<file path="src/rtl/scg_defines.svh">
// Offsets, field positions and reset values of the clock gating block
`ifndef SCG_DEFINES_SVH
`define SCG_DEFINES_SVH

// Block base within the system control space, decoded upstream
`define SCG_BASE_ADDR        32'h400F_E000

// Register byte offsets
`define SCG_OFS_RUN_CFG      12'h060
`define SCG_OFS_RUN_GATE     12'h104
`define SCG_OFS_SLEEP_GATE   12'h114
`define SCG_OFS_DEEP_GATE    12'h124
`define SCG_OFS_FAULT_STAT   12'h1F0

// Gate bit positions
`define SCG_BIT_ASYNC0       0
`define SCG_BIT_ASYNC1       1
`define SCG_BIT_ASYNC2       2
`define SCG_BIT_SYNC0        4
`define SCG_BIT_SYNC1        5
`define SCG_BIT_TWO_WIRE     12
`define SCG_BIT_COUNTER0     16
`define SCG_BIT_COUNTER3     19
`define SCG_BIT_COMPARATOR   24

// Writable gate bits; all others read as zero
`define SCG_GATE_WR_MASK     32'h010F_1037
`define SCG_GATE_RESET       32'h0000_0000

// Run clock configuration fields
`define SCG_CFG_AUTO_BIT     0
`define SCG_CFG_AUTO_RESET   1'b0

// Fault status fields
`define SCG_FLT_STICKY_BIT   0
`define SCG_FLT_UNIT_LSB     8
`define SCG_FLT_MODE_LSB     16

`endif

</file>
<file path="src/rtl/scg_pkg.sv">
// Types shared by the clock gating block
package scg_pkg;

	// Power mode the gate selection follows
	typedef enum logic [1:0] {
		SCG_MODE_RUN,
		SCG_MODE_SLEEP,
		SCG_MODE_DEEP
	} scg_mode_e;

	// Index of one gating register copy
	typedef logic [1:0] scg_bank_t;

	// One 32-bit register word
	typedef logic [31:0] scg_word_t;

endpackage

</file>
<file path="src/rtl/scg_reg_if.sv">
// Write port and stored value of one gating register copy
`timescale 1ns/1ps
`default_nettype none

interface scg_reg_if;
	import scg_pkg::*;

	logic      wr_en;   // One-cycle write strobe
	scg_word_t wr_data; // Value to store
	scg_word_t q;       // Stored value, masked

	modport ctl (output wr_en, output wr_data, input q);
	modport store (input wr_en, input wr_data, output q);
endinterface

`default_nettype wire

</file>
<file path="src/rtl/scg_gate_reg.sv">
// One gating register copy with read-only zero reserved bits
`timescale 1ns/1ps
`default_nettype none
`include "scg_defines.svh"

module scg_gate_reg
	import scg_pkg::*;
#(
	parameter scg_word_t WR_MASK = `SCG_GATE_WR_MASK // Writable bits
) (
	input  wire logic pclk,     // System clock
	input  wire logic presetn,  // Async reset, active low
	scg_reg_if.store  port      // Write strobe and stored value
);

	// Reserved bits can never be stored, so they always read zero
	always_ff @(posedge pclk or negedge presetn) begin
		if (!presetn) begin
			port.q <= `SCG_GATE_RESET;
		end else if (port.wr_en) begin
			port.q <= port.wr_data & WR_MASK;
		end
	end

endmodule

`default_nettype wire

</file>
<file path="src/rtl/scg_clock_gating.sv">
// Peripheral clock gating control for the second group of units
//
// How it works
// - A set gate bit clocks its unit; a clear bit stops and disables it.
// - Access to a unit whose clock is gated returns a bus fault.
// - Reset clears the sleep gating register to zero; all units unclocked.
// - Run, sleep and deep-sleep gating registers share one layout.
// - Auto gating bit makes low-power modes use their own registers.
// - Bit 24 gates the analog comparator.
// - Bits 19 to 16 gate general-purpose counters 3 to 0.
// - Bit 12 gates the two-wire port.
// - Bits 5 and 4 gate synchronous serial ports 1 and 0.
// - Bits 2, 1 and 0 gate asynchronous serial ports 2, 1, 0.
// - Unassigned bits are read-only and read zero.
// - Sleep gating register sits at offset 0x114, 32 bits wide.
//
// Enables leave on registered outputs; the cells that actually stop
// each unit clock sit outside this block and must be glitch free.
//
// The APB slave port was chosen for this implementation.
`timescale 1ns/1ps
`default_nettype none
`include "scg_defines.svh"

module scg_clock_gating
	import scg_pkg::*;
#(
	parameter int ADDR_W = 12 // Byte address bits decoded here
) (
	input  wire logic              pclk,          // System clock, 50 MHz
	input  wire logic              presetn,       // Async reset, active low
	input  wire logic              psel,          // APB select
	input  wire logic              penable,       // APB access phase
	input  wire logic              pwrite,        // APB write
	input  wire logic [ADDR_W-1:0] paddr,         // APB byte address
	input  wire logic [31:0]       pwdata,        // APB write data
	output logic      [31:0]       prdata,        // APB read data
	output logic                   pready,        // APB ready
	output logic                   pslverr,       // APB error
	input  wire logic              sleep_mode,    // System is in Sleep
	input  wire logic              deep_mode,     // System is in Deep-Sleep
	input  wire logic              unit_access,   // Bus access to a unit
	input  wire logic [4:0]        unit_index,    // Gate bit of that unit
	output logic      [31:0]       unit_clk_en,   // Clock enable per gate bit
	output logic                   unit_fault,    // Access hit gated unit
	output logic                   unit_grant     // Access may complete
);

	// Register copies: run, sleep, deep-sleep
	localparam int NUM_BANKS = 3;
	localparam scg_bank_t BANK_RUN   = 2'd0;
	localparam scg_bank_t BANK_SLEEP = 2'd1;
	localparam scg_bank_t BANK_DEEP  = 2'd2;

	// Writable gate positions, one per unit behind this register
	localparam scg_word_t GATE_MASK =
		(32'h0000_0001 << `SCG_BIT_COMPARATOR) |
		((32'h0000_0002 << `SCG_BIT_COUNTER3) -
		 (32'h0000_0001 << `SCG_BIT_COUNTER0)) |
		(32'h0000_0001 << `SCG_BIT_TWO_WIRE) |
		(32'h0000_0001 << `SCG_BIT_SYNC1) |
		(32'h0000_0001 << `SCG_BIT_SYNC0) |
		(32'h0000_0001 << `SCG_BIT_ASYNC2) |
		(32'h0000_0001 << `SCG_BIT_ASYNC1) |
		(32'h0000_0001 << `SCG_BIT_ASYNC0);

	scg_reg_if gate_bank [NUM_BANKS] ();

	// Bus answer registers
	logic [31:0] prdata_ff;
	logic        pready_ff;
	logic        pslverr_ff;
	logic [31:0] nxt_prdata;
	logic        nxt_pslverr;

	// Gate selection state
	logic        auto_gate_ff;
	scg_mode_e   mode_ff;
	scg_mode_e   nxt_mode;
	logic [31:0] clk_en_ff;
	logic [31:0] nxt_clk_en;

	// Unit access answer and fault capture
	logic        fault_ff;
	logic        grant_ff;
	logic        fault_sticky_ff;
	logic [4:0]  fault_unit_ff;
	scg_mode_e   fault_mode_ff;

	// Bus phase and address decode
	logic        setup_phase;
	logic        wr_commit;
	logic        hit_cfg;
	logic        hit_flt;
	logic        hit_run;
	logic        hit_sleep;
	logic        hit_deep;
	logic        addr_hit;

	// Gate lookup and fault status
	logic        unit_gated;
	logic        fault_clr;
	logic [31:0] fault_word;

	// Setup phase is where the answer is prepared
	assign setup_phase = psel && !penable;

	// Writes land only at the edge that completes the access phase
	assign wr_commit = psel && penable && pready_ff && pwrite;

	// Address decode on the low byte address bits
	assign hit_cfg   = (paddr == ADDR_W'(`SCG_OFS_RUN_CFG));
	assign hit_run   = (paddr == ADDR_W'(`SCG_OFS_RUN_GATE));
	assign hit_sleep = (paddr == ADDR_W'(`SCG_OFS_SLEEP_GATE));
	assign hit_deep  = (paddr == ADDR_W'(`SCG_OFS_DEEP_GATE));
	assign hit_flt   = (paddr == ADDR_W'(`SCG_OFS_FAULT_STAT));
	assign addr_hit  = hit_cfg | hit_run | hit_sleep | hit_deep | hit_flt;

	// Three identical copies, one store module each
	genvar gi;
	generate
		for (gi = 0; gi < NUM_BANKS; gi++) begin : g_bank
			scg_gate_reg #(
				.WR_MASK (GATE_MASK)
			) u_gate_reg (
				.pclk    (pclk),
				.presetn (presetn),
				.port    (gate_bank[gi])
			);
		end
	endgenerate

	// Write strobes; data is the bus word, masking happens in the store
	assign gate_bank[BANK_RUN].wr_en     = wr_commit && hit_run;
	assign gate_bank[BANK_RUN].wr_data   = pwdata;
	assign gate_bank[BANK_SLEEP].wr_en   = wr_commit && hit_sleep;
	assign gate_bank[BANK_SLEEP].wr_data = pwdata;
	assign gate_bank[BANK_DEEP].wr_en    = wr_commit && hit_deep;
	assign gate_bank[BANK_DEEP].wr_data  = pwdata;

	// Auto gating select bit of the run clock configuration
	always_ff @(posedge pclk or negedge presetn) begin
		if (!presetn) begin
			auto_gate_ff <= `SCG_CFG_AUTO_RESET;
		end else if (wr_commit && hit_cfg) begin
			auto_gate_ff <= pwdata[`SCG_CFG_AUTO_BIT];
		end
	end

	// Fault status word as software sees it
	// Lets software find which access hit a stopped unit
	always_comb begin
		fault_word = 32'h0000_0000;
		fault_word[`SCG_FLT_STICKY_BIT] = fault_sticky_ff;
		fault_word[`SCG_FLT_UNIT_LSB +: 5] = fault_unit_ff;
		fault_word[`SCG_FLT_MODE_LSB +: 2] = fault_mode_ff;
	end

	// Read mux; unmapped addresses read zero and flag an error
	// Data stays zero outside a read answer, so an upstream OR mux is safe
	always_comb begin
		nxt_prdata  = 32'h0000_0000;
		nxt_pslverr = !addr_hit;
		case (1'b1)
			hit_cfg: begin
				nxt_prdata[`SCG_CFG_AUTO_BIT] = auto_gate_ff;
			end
			hit_run: begin
				nxt_prdata = gate_bank[BANK_RUN].q;
			end
			hit_sleep: begin
				nxt_prdata = gate_bank[BANK_SLEEP].q;
			end
			hit_deep: begin
				nxt_prdata = gate_bank[BANK_DEEP].q;
			end
			hit_flt: begin
				nxt_prdata = fault_word;
			end
			default: begin
				nxt_prdata = 32'h0000_0000;
			end
		endcase
		if (!setup_phase || pwrite) begin
			nxt_prdata = 32'h0000_0000;
		end
	end

	// One-wait-free answer: pready rises in the first access cycle
	always_ff @(posedge pclk or negedge presetn) begin
		if (!presetn) begin
			pready_ff  <= 1'b0;
			pslverr_ff <= 1'b0;
			prdata_ff  <= 32'h0000_0000;
		end else begin
			pready_ff  <= setup_phase;
			pslverr_ff <= setup_phase && nxt_pslverr;
			prdata_ff  <= nxt_prdata;
		end
	end

	// Mode follows the system; deep-sleep outranks sleep
	always_comb begin
		if (deep_mode) begin
			nxt_mode = SCG_MODE_DEEP;
		end else if (sleep_mode) begin
			nxt_mode = SCG_MODE_SLEEP;
		end else begin
			nxt_mode = SCG_MODE_RUN;
		end
	end

	// Mode taken once so the whole enable word switches on one edge;
	// a mode pulse shorter than a clock cycle may be missed
	always_ff @(posedge pclk or negedge presetn) begin
		if (!presetn) begin
			mode_ff <= SCG_MODE_RUN;
		end else begin
			mode_ff <= nxt_mode;
		end
	end

	// Without auto gating the run copy stays in force in every mode
	always_comb begin
		case (mode_ff)
			SCG_MODE_SLEEP: begin
				nxt_clk_en = auto_gate_ff ? gate_bank[BANK_SLEEP].q
				                          : gate_bank[BANK_RUN].q;
			end
			SCG_MODE_DEEP: begin
				nxt_clk_en = auto_gate_ff ? gate_bank[BANK_DEEP].q
				                          : gate_bank[BANK_RUN].q;
			end
			SCG_MODE_RUN: begin
				nxt_clk_en = gate_bank[BANK_RUN].q;
			end
			default: begin
				nxt_clk_en = gate_bank[BANK_RUN].q;
			end
		endcase
	end

	// Registered enables keep glitches off the unit clock gates
	always_ff @(posedge pclk or negedge presetn) begin
		if (!presetn) begin
			clk_en_ff <= `SCG_GATE_RESET;
		end else begin
			clk_en_ff <= nxt_clk_en & GATE_MASK;
		end
	end

	// Reserved positions have no unit behind them, so they fault too
	// A stray index reads a zero enable, so it can never be granted
	assign unit_gated = !clk_en_ff[unit_index];

	// Access verdict one cycle after the request
	always_ff @(posedge pclk or negedge presetn) begin
		if (!presetn) begin
			fault_ff <= 1'b0;
			grant_ff <= 1'b0;
		end else begin
			fault_ff <= unit_access && unit_gated;
			grant_ff <= unit_access && !unit_gated;
		end
	end

	// Write one to the sticky bit clears it
	assign fault_clr = wr_commit && hit_flt && pwdata[`SCG_FLT_STICKY_BIT];

	// Sticky fault flag; a new fault beats a clear in the same cycle
	// so a clear racing an access can never hide that fault
	always_ff @(posedge pclk or negedge presetn) begin
		if (!presetn) begin
			fault_sticky_ff <= 1'b0;
		end else if (unit_access && unit_gated) begin
			fault_sticky_ff <= 1'b1;
		end else if (fault_clr) begin
			fault_sticky_ff <= 1'b0;
		end
	end

	// Capture which unit faulted and in what mode, latest wins
	always_ff @(posedge pclk or negedge presetn) begin
		if (!presetn) begin
			fault_unit_ff <= 5'h00;
			fault_mode_ff <= SCG_MODE_RUN;
		end else if (unit_access && unit_gated) begin
			fault_unit_ff <= unit_index;
			fault_mode_ff <= mode_ff;
		end
	end

	// All outputs straight from flip-flops
	assign prdata      = prdata_ff;
	assign pready      = pready_ff;
	assign pslverr     = pslverr_ff;
	assign unit_clk_en = clk_en_ff;
	assign unit_fault  = fault_ff;
	assign unit_grant  = grant_ff;

endmodule

`default_nettype wire

</file>
<file path="config.mk">
export PLATFORM = sky130hd
export DESIGN_NAME = scg_clock_gating
export DESIGN_NICKNAME = d
export VERILOG_FILES = /design/src/rtl/scg_pkg.sv /design/src/rtl/scg_reg_if.sv /design/src/rtl/scg_gate_reg.sv /design/src/rtl/scg_clock_gating.sv
export VERILOG_INCLUDE_DIRS = /design/src /design/src/rtl
export SDC_FILE = /design/constraint.sdc
export NUM_CORES = 1
export LEC_CHECK = 0
export ABC_AREA = 1
export BUFFER_PORTS_ARGS = -buffer_cell sky130_fd_sc_hd__buf_2
export CAP_MARGIN = 10
export CORE_MARGIN = 1.5
export CORE_UTILIZATION = 40
export CTS_BUF_LIST = sky130_fd_sc_hd__clkbuf_4 sky130_fd_sc_hd__clkbuf_8
export CTS_CLUSTER_DIAMETER = 80
export CTS_CLUSTER_SIZE = 28
export DETAILED_ROUTE_END_ITERATION = 16
export PLACE_DENSITY_LB_ADDON = 0.08
export SYNTH_ARGS = -nofsm -noshare
export SYNTH_HDL_FRONTEND = slang
export SYNTH_SLANG_ARGS = --single-unit
export TNS_END_PERCENT = 100
</file>
<file path="constraint.sdc">
create_clock -name pclk -period 4.3 [get_ports pclk]
set_input_delay 0.86 -clock pclk [delete_from_list [all_inputs] [get_ports pclk]]
set_output_delay 0.86 -clock pclk [all_outputs]
set_load 0.01 [all_outputs]
</file>
# [Word-level counts from Yosys, hierarchy flattened]
# Index checks and enable logic that the tools add are counted.
# Widths: inputs -> output; s select.
[op_classes] order_cmp=1 n_mux=20 eq_ne=7 n_reduce_logical=19 n_bitwise=4
[op_table] operator="$mux 31" n=3
[op_table] operator="$mux 25" n=2
[op_table] operator="$pmux 25 s2" n=1
[op_table] operator="$eq 12x9->1 const B" n=4
[op_table] operator="$mux 32" n=1
[op_table] operator="$mux 24" n=1
[op_table] operator="$mux 17" n=1
[op_table] operator="$logic_and 1x1->1" n=13
[op_table] operator="$eq 12x7->1 const B" n=1
[op_table] operator="$mux 1" n=9
[op_table] operator="$lt 5x6->1 const B" n=1
[op_table] operator="$bmux 1 s5" n=1
[op_table] operator="$logic_not 1->1" n=4
[op_table] operator="$or 1x1->1" n=4
[op_table] operator="$eq 2x1->1 const B" n=1
[op_table] operator="$eq 2x2->1 const B" n=1
[op_table] operator="$mux 2" n=1
[op_table] operator="$reduce_bool 2->1" n=1
[op_table] operator="$logic_or 1x1->1" n=1
[word_totals] in_bits=57 elab_cells=65 output_inout_bits=68 register_bits=91

# [Logic depth before layout (Yosys ltp)]
# Gate-level depths: netlist of run 1.
[logic_depth] depth_word=7 mapped_depth=11 ltp_nobuf=11

# [By module]
# Synthesis of run 1 repeated with hierarchy kept, for this count alone.
[hier_totals] hier_cells=669 hier_area_um2=5165.0
[modules_own_cells] module="scg_clock_gating" instances=1 seq_area_each_um2=1451.4 cells_each=462 area_per_inst_um2=3415.8
[modules_own_cells] module="scg_gate_reg" instances=3 seq_area_each_um2=275.3 cells_each=69 area_per_inst_um2=583.1

# [Least setup slack after synthesis of run 1]
# Ideal clock, no wire load.
[synth_timing] path_kind="in2reg" startpoint="input paddr[1]" endpoint="register g_bank[1].u_gate_reg.port.q[12]" t_arrival_ns=1.726 setup_slack_ns=2.455 required_ns=4.181 n_path_buf=1 setup_time_ns=0.119 cell_stages=9 path_cell_list="nor2_1 > nand3_2 > nor2_4 > nand2_4 > inv_4 > nand2_4 > buf_6 > nand2_1 > o21ai_2"
[synth_via] elab_chain_cells=2
[synth_lines] element="start: declaration" line="scg_clock_gating.sv:35" text="input wire logic [ADDR_W-1:0] paddr,"
[synth_lines] element="$eq 12x9->1" line="scg_clock_gating.sv:114" text="assign hit_sleep = (paddr == ADDR_W'(`SCG_OFS_SLEEP_GATE));"
[synth_lines] element="$logic_and 1x1->1" line="scg_clock_gating.sv:136" text="assign gate_bank[BANK_SLEEP].wr_en = wr_commit && hit_sleep;"
[synth_lines] element="end signal: assignment" line="scg_gate_reg.sv:19" text="port.q <= `SCG_GATE_RESET;"
[synth_lines] element="end signal: assignment" line="scg_gate_reg.sv:21" text="port.q <= port.wr_data & WR_MASK;"
[synth_lines] element="end: declaration" line="scg_reg_if.sv:13" text="modport store (input wr_en, input wr_data, output q);"
# No other way between the ends.
# A chain may end at the register's enable or synchronous reset.

# [Final worst setup path of run 1]
[layout_timing] startpoint="register mode_ff[0]" endpoint="register clk_en_ff[24], in the netlist unit_clk_en[24]"
[layout_via] elab_chain_cells=2 word_cells_on_any_way=3 classes_between="eq/ne (2); mux (1)"
[layout_lines] element="start: declaration" line="scg_clock_gating.sv:78" text="scg_mode_e mode_ff;"
[layout_lines] element="start signal: assignment" line="scg_clock_gating.sv:219" text="mode_ff <= nxt_mode;"
[layout_lines] element="$eq 2x2->1 / $eq 2x1->1 (equally long branches)" line="scg_clock_gating.sv:225" text="case (mode_ff)"
[layout_lines] element="$pmux 25 s2 (*)" line="scg_clock_gating.sv:225"
[layout_lines] element="via nxt_clk_en[24]" line="scg_clock_gating.sv:81" text="logic [31:0] nxt_clk_en;"
[layout_lines] element="end signal: assignment" line="scg_clock_gating.sv:246" text="clk_en_ff <= `SCG_GATE_RESET;"
[layout_lines] element="end signal: assignment" line="scg_clock_gating.sv:248" text="clk_en_ff <= nxt_clk_en & GATE_MASK;"
[layout_lines] element="end: declaration" line="scg_clock_gating.sv:80" text="logic [31:0] clk_en_ff;"
# Mark *: on every way through the listed nets, which the timed path passes. The rest lies on a longest branch.

==> summary.md, run 1 <==
| Metric | Value |
|---|---|
| Worst clock skew | `10.5 ps` |
| CTS resizes | `0` |
| Die width | `101 µm` |
| Setup crit end kind | `flip-flop` |
| Final Util | `0.471` |
| Sequential element share of the synthesized area | `0.479` |
| Initial core utilization | `0.416` |
| Commonest cells in the netlist | `93 x nand2_1, 74 x dfrtp_1, 71 x inv_1` |
| Count leader, synth | `nand2_1` |
| Ratio of cells with drive above 1 in the final layout | `0.242` |
| GRT overflow | `0` |
| Initial DRT Pass Iterations | `4` |
| Synth Cell Area | `3870 µm²` |
| Final setup fails | `0` |
| Top fanout value on the critical path | `12` |
| Post-CTS Hold Fix Bufs | `0` |
| Clock slew at reported path FFs | `80 ps` |
| Routed Antenna Nets | `0` |
| Startpoint Class | `flip-flop` |
| Pleak | `2.31 nW` |
| TritonCTS clock tree | `yes` |
| Final Hold Slack | `470 ps` |
| Yosys reg bits | `74` |
| Unrepaired setup endpoints after global routing | `false` |
| H-tree depth | `3` |
| Synth cell types | `32` |
| Wire length of the first global-routing pass | `13800 µm` |
| Largest net degree at the start of global routing | `41` |
| Crit path max-delay cell type | `o31ai_1` |
| Post-route DRC | `0` |
| # Max-Cap Violations | `0` |
| Die Height | `101 µm` |
| Post-synth EDFFs | `0` |
| Placed Cells | `633` |
| Vias in the first global route | `2709` |
| Ys flop type | `dfrtp_1` |
| GP Congestion | `0.850` |
| Critical path arrival | `2240 ps` |
| Wire length per cell | `12.6 µm` |
| Bufs on Longest Clock Path | `2` |
| PwrDens | `335 nW/µm²` |
| Ranking of synthesized cells by area | `dfrtp_1 48%, nand2_1 9.0%, buf_4 7.4%, inv_1 6.9%, o21ai_2 4.1%` |
| Cell taking the most area after synthesis | `dfrtp_1` |
| Final setup TNS | `0 ps` |
| Initial antenna violation count | `0` |
| Clock latency on the worst-skew pair | `350 ps` |
| Core Footprint | `9280 µm²` |
| Register area | `1850 µm²` |
| Final period util | `0.479` |
| Ys Warns | `0` |
| Pwr Total | `0.00146 W` |
| Worst-path cell chain | `ha_1 -> o31ai_1 -> o21ai_0` |
| CP required | `4480 ps` |
| Least-Margin Pin Slew | `985 ps` |
| Crit path largest cell delay | `850 ps` |
| Max Clk Rate | `485 MHz` |
| Kind of cell adding the most delay to the critical path | `compound AO/OA/AOI/OAI gates` |
| P&R area growth vs syn | `13.0%` |
| Dpl hpwl | `6190 µm` |
| Die ar. | `10300 µm²` |
| WL final | `8210 µm` |
| Critical path class | `reg -> reg` |
| Slew Limit Headroom | `0.338` |
| Via density | `4.48` |
| Gate Count Post-Synth | `451` |
| Crit path buf inv count | `0` |
| Antenna diode count | `0` |
| Filler cell count in the final layout | `953` |
| GRT Total Usage | `0.174` |
| Min Tclk post-route | `2060 ps` |
| Row count | `35` |
| Multi-input logic area | `1490 µm²` |
| Outcome | `complete, no violations` |
| Hold WC Path Type | `reg -> reg` |
| Sink Count | `74` |
| I/O pins | `125` |
| Num CTS Buffers | `9` |
| CTS root buf | `clkbuf_8` |
| Share of the synthesized area in the top cell type | `0.479` |
| Worst IR Drop VDD | `0.000161 V` |
| Non-filler cells, final | `649` |
| Postcts setup bufs | `0` |
| Nets | `574` |
| First DRT Iteration DRCs | `110` |
| IO buf count | `65` |
| Ys async rst share | `1.00` |
| Mean Syn Cell Area | `8.57 µm²` |
| Fin. Hold Viols | `0` |
| Final slew viol count | `0` |
| DR vias | `2907` |
[metal layers]
| metal | vias to the layer above | share of wire | global-route usage |
|---|---|---|---|
| met1 | 1317 | 0.50 | 0.245 |
| met3 | 2 | 0.061 | 0.0428 |
| met4 | 0 | 0.0041 | 0.0545 |
| met2 | 98 | 0.43 | 0.266 |
| met5 | - | 0 | 0 |
| li1 | 1490 | - | - |
[cell families (layout without fill, tap and decap cells)]
group	Yosys count	after routing	share of synthesized area
other	1	38	0.000970
AO/OA/AOI/OAI	84	84	0.138
flip-flops	74	74	0.479
adder cells (fa/ha/maj)	2	2	0.00647
buffers and inverters	126	158	0.171
AND/OR/NAND/NOR	164	164	0.205
[flip-flops by register name (all words and copies together), names as in the netlist]
name / cells
auto_gate_ff: 1
pslverr: 1
mode_ff: 2
prdata: 15
unit_clk_en: 11
g_bank.u_gate_reg.port.q: 33
fault_unit_ff: 5
pready: 1
fault_mode_ff: 2
unit_grant: 1
fault_sticky_ff: 1
unit_fault: 1
[where the power goes]
| group | switching, W | leakage (nW) | internal (W) |
|---|---|---|---|
| logic | 0.0000797 | 1.18 | 0.0000285 |
| registers | 0.00000506 | 1.01 | 0.000705 |
| clock network | 0.000249 | 0.120 | 0.000398 |
[final timing paths]
| check | start | end | slack (ps) | cells after the start |
|---|---|---|---|---|
| worst max register to register | mode_ff[0] | unit_clk_en[24] | 2240 | 3 |
| max in group asynchronous | presetn | prdata[5] | 2710 | 2 |
| worst min-delay path | fault_unit_ff[3] | fault_unit_ff[3] | 470 | 2 |
| worst max-delay path | mode_ff[0] | unit_clk_en[24] | 2240 | 3 |
| worst min register to register | fault_unit_ff[3] | fault_unit_ff[3] | 470 | 2 |
| min in group asynchronous | presetn | unit_fault | 630 | 1 |
[final cells by class]
type,instances,area share
Timing Repair Buffer,66,0.0762
Tap cell,129,0.0369
Clock buffer,11,0.0318
Inverter,76,0.0659
Clock inverter,5,0.0235
Multi-Input combinational cell,288,0.342
Sequential cell,74,0.424
[worst min-delay path, delay by kind of cell, from the launching register on]
family           cells  cell delay (ps)
and+or+nand+nor      2               90
DFF                  1              340
[cells in the final DEF, fill, tap and decap left out, types with 5 or more instances in the layout]
master / n
buf_2: 65
dfrtp_1: 74
conb_1: 38
o21ai_1: 17
nor2_2: 6
nand2_1: 93
a21oi_1: 5
inv_1: 71
o221ai_1: 10
o21ai_0: 31
nand4_1: 9
nor2_1: 14
nand3_1: 23
clkbuf_8: 9
o21ai_2: 18
[per-stage QoR]
stage / area [µm²] / setup WS [ps]
4_1_cts: 4370 / 2250
2_1_floorplan: 4010 / 2450
5_1_grt: 4370 / 2100
6_report: 4370 / 2240
3_5_place_dp: 4130 / 1980
3_3_place_gp: 4130 / 2020
(Power assumes the default switching activity.)
==> run 2: changes to the inputs <==
Clock period 4.3 ns to 1.8 ns, I/O delays scaled along.
==> run 2 against run 1 <==
Final area up 0.57%. Wire length down 0.90%. Non-clock buffer count up 5. Critical endpoint is now unit_clk_en[12]. Clock skew up 1.6 ps. Worst setup slack worse by 2000 ps.
==> summary.md, run 2 (same netlist as run 1, synthesis figures left out) <==
| Metric | Value |
|---|---|
| Outcome | `complete, no violations` |
| Wire length of the first global-routing pass | `13800 µm (about the same)` |
| GRT Total Usage | `0.173 (-0.00189)` |
| Final Util | `0.473 (+0.00270)` |
| Antenna diode count | `0 (unchanged)` |
| Core Footprint | `9280 µm² (unchanged)` |
| Sink Count | `74 (unchanged)` |
| NetSw | `0.000831 W (+150%)` |
| I/O pins | `125 (unchanged)` |
| Commonest non-fill, non-tap cell in the layout | `nand2_1` |
| Postcts setup bufs | `0 (unchanged)` |
| Startpoint Class | `flip-flop` |
| Die Height | `101 µm (unchanged)` |
| Initial DRT Pass Iterations | `5 (+1)` |
| Die width | `101 µm (unchanged)` |
| Nets | `579 (+0.87%)` |
| Setup crit end kind | `flip-flop` |
| Crit path buf inv count | `2 (+2)` |
| Worst setup endpoint | `unit_clk_en[12]` |
| Hold WC Path Type | `in -> async` |
| Post-CTS Hold Fix Bufs | `0 (unchanged)` |
| Stages on the worst setup path | `5 (+2)` |
| Min Tclk post-route | `1540 ps (-524 ps)` |
| GRT overflow | `0 (unchanged)` |
| Final period util | `0.854 (+0.374)` |
| Bufs on Longest Clock Path | `2 (unchanged)` |
| CTS root buf | `clkbuf_8` |
| GP Congestion | `0.857 (+0.81%)` |
| Clock power frac | `0.399 (-0.042)` |
| Crit path largest cell delay | `420 ps (-430 ps)` |
| Setup WS post-layout | `263 ps (-1980 ps)` |
| Largest net degree at the start of global routing | `75 (+83%)` |
| Ratio of cells with drive above 1 in the final layout | `0.250 (+0.00722)` |
| Dpl hpwl | `6150 µm (-0.52%)` |
| Pleak | `2.31 nW (+0.33%)` |
| Initial antenna violation count | `0 (unchanged)` |
| R2R setup slack | `260 ps (-1980 ps)` |
| Critical path class | `reg -> reg` |
| Die ar. | `10300 µm² (unchanged)` |
| Row count | `35 (unchanged)` |
| DR vias | `2930 (+0.79%)` |
| Top fanout value on the critical path | `12 (unchanged)` |
| Place WS | `117 ps (-1870 ps)` |
| FF-to-FF Start | `mode_ff[1]` |
| # Max-Cap Violations | `0 (unchanged)` |
| Vias in the first global route | `2796 (+3.2%)` |
| Wire length per cell | `12.4 µm (-1.7%)` |
| Crit path max-delay cell type | `dfrtp_1` |
| Top reg by flops | `g_bank.u_gate_reg.port.q` |
| Comb pwr share | `0.082 (+0.008)` |
| R2R depth | `5 (+2)` |
| Worst IR Drop VDD | `0.000395 V (+150%)` |
| CTS resizes | `0 (unchanged)` |
| Max Clk Rate | `651 MHz (+34%)` |
| Worst r2r dst | `unit_clk_en[12]` |
| Filler cell count in the final layout | `971 (+1.9%)` |
| Clock latency on the worst-skew pair | `350 ps (about the same)` |
| Fin. Hold Viols | `0 (unchanged)` |
| IO buf count | `65 (unchanged)` |
| WL final | `8140 µm (-0.90%)` |
| Switching Share | `0.254 (+0.0265)` |
| Most frequent cells in the layout | `93 x nand2_1, 74 x dfrtp_1, 71 x inv_1` |
| First DRT Iteration DRCs | `144 (+31%)` |
| Final setup TNS | `0 ps (unchanged)` |
| Initial core utilization | `0.416 (unchanged)` |
| Num CTS Buffers | `9 (unchanged)` |
| Worst clock skew | `12.1 ps (+1.61 ps)` |
| Worst-path cell chain | `inv_1 -> ha_1 -> o31ai_1 -> buf_4 -> o21ai_0` |
| PwrDens | `744 nW/µm² (+120%)` |
| Number of flip-flops in the largest register | `33 (unchanged)` |
| Unrepaired setup endpoints after global routing | `false` |
| Kind of cell adding the most delay to the critical path | `flip-flops` |
| Reg power frac | `0.519 (+0.034)` |
| Clock slew at reported path FFs | `90 ps (about the same)` |
| Via density | `4.48 (about the same)` |
| Final setup fails | `0 (unchanged)` |
| Post-route DRC | `0 (unchanged)` |
| Crit. Startpoint | `mode_ff[1]` |
| Pint | `0.00244 W (+120%)` |
| P&R area growth vs syn | `13.7%` |
| Final slew viol count | `0 (unchanged)` |
| Critical path arrival | `1770 ps (-470 ps)` |
| Final Hold Slack | `17.7 ps (-452 ps)` |
| Routed Antenna Nets | `0 (unchanged)` |
| TritonCTS clock tree | `yes` |
| CP required | `2030 ps (-2450 ps)` |
| H-tree depth | `3 (unchanged)` |
==> run 2: worst min-delay path by stage <==
| stage | endpoint | cells after the start | startpoint | slack, ps |
|---|---|---|---|---|
| after global placement | pslverr | 2 | presetn | 420 |
| after global routing | unit_fault | 2 | presetn | 40 |
| final | prdata[17] | 2 | presetn | 20 |
| after CTS | prdata[17] | 2 | presetn | 40 |
| after floorplan | auto_gate_ff | 0 | presetn | 60 |
| after detailed placement | prdata[17] | 2 | presetn | 420 |
==> run 2: metrics by stage <==
step	cells	instance area, µm²	total power [W]
after floorplan	488	4010	0.00193
after global placement	638	4190	0.00200
after detailed placement	638	4190	0.00200
after CTS	654	4390	0.00332
after global routing	654	4390	0.00343
final	654	4390	0.00327
==> run 2: final cells by class <==
class                           count  area [µm²]  share of cell area
Clock buffer                       10         138              0.0313
Clock inverter                      6        66.3              0.0151
Inverter                           76         288              0.0655
Tap cell                          129         161              0.0367
Multi-Input combinational cell    288        1490               0.340
Sequential cell                    74        1850               0.421
Timing Repair Buffer               71         395              0.0900
==> run 2: power groups by stage <==
stage	logic [W]	clock network, W	registers, W
global route	0.000311	0.00142	0.00170
detailed placement	0.000271	0	0.00173
floorplan	0.000205	0	0.00173
CTS	0.000272	0.00135	0.00170
finish	0.000268	0.00130	0.00170
global placement	0.000267	0	0.00173
==> run 2: metal layers <==
metal / routed length [µm] / track usage
met1: 4100 / 0.244
met2: 3520 / 0.266
met3: 411 / 0.0331
met4: 112 / 0.0609
met5: 0 / 0
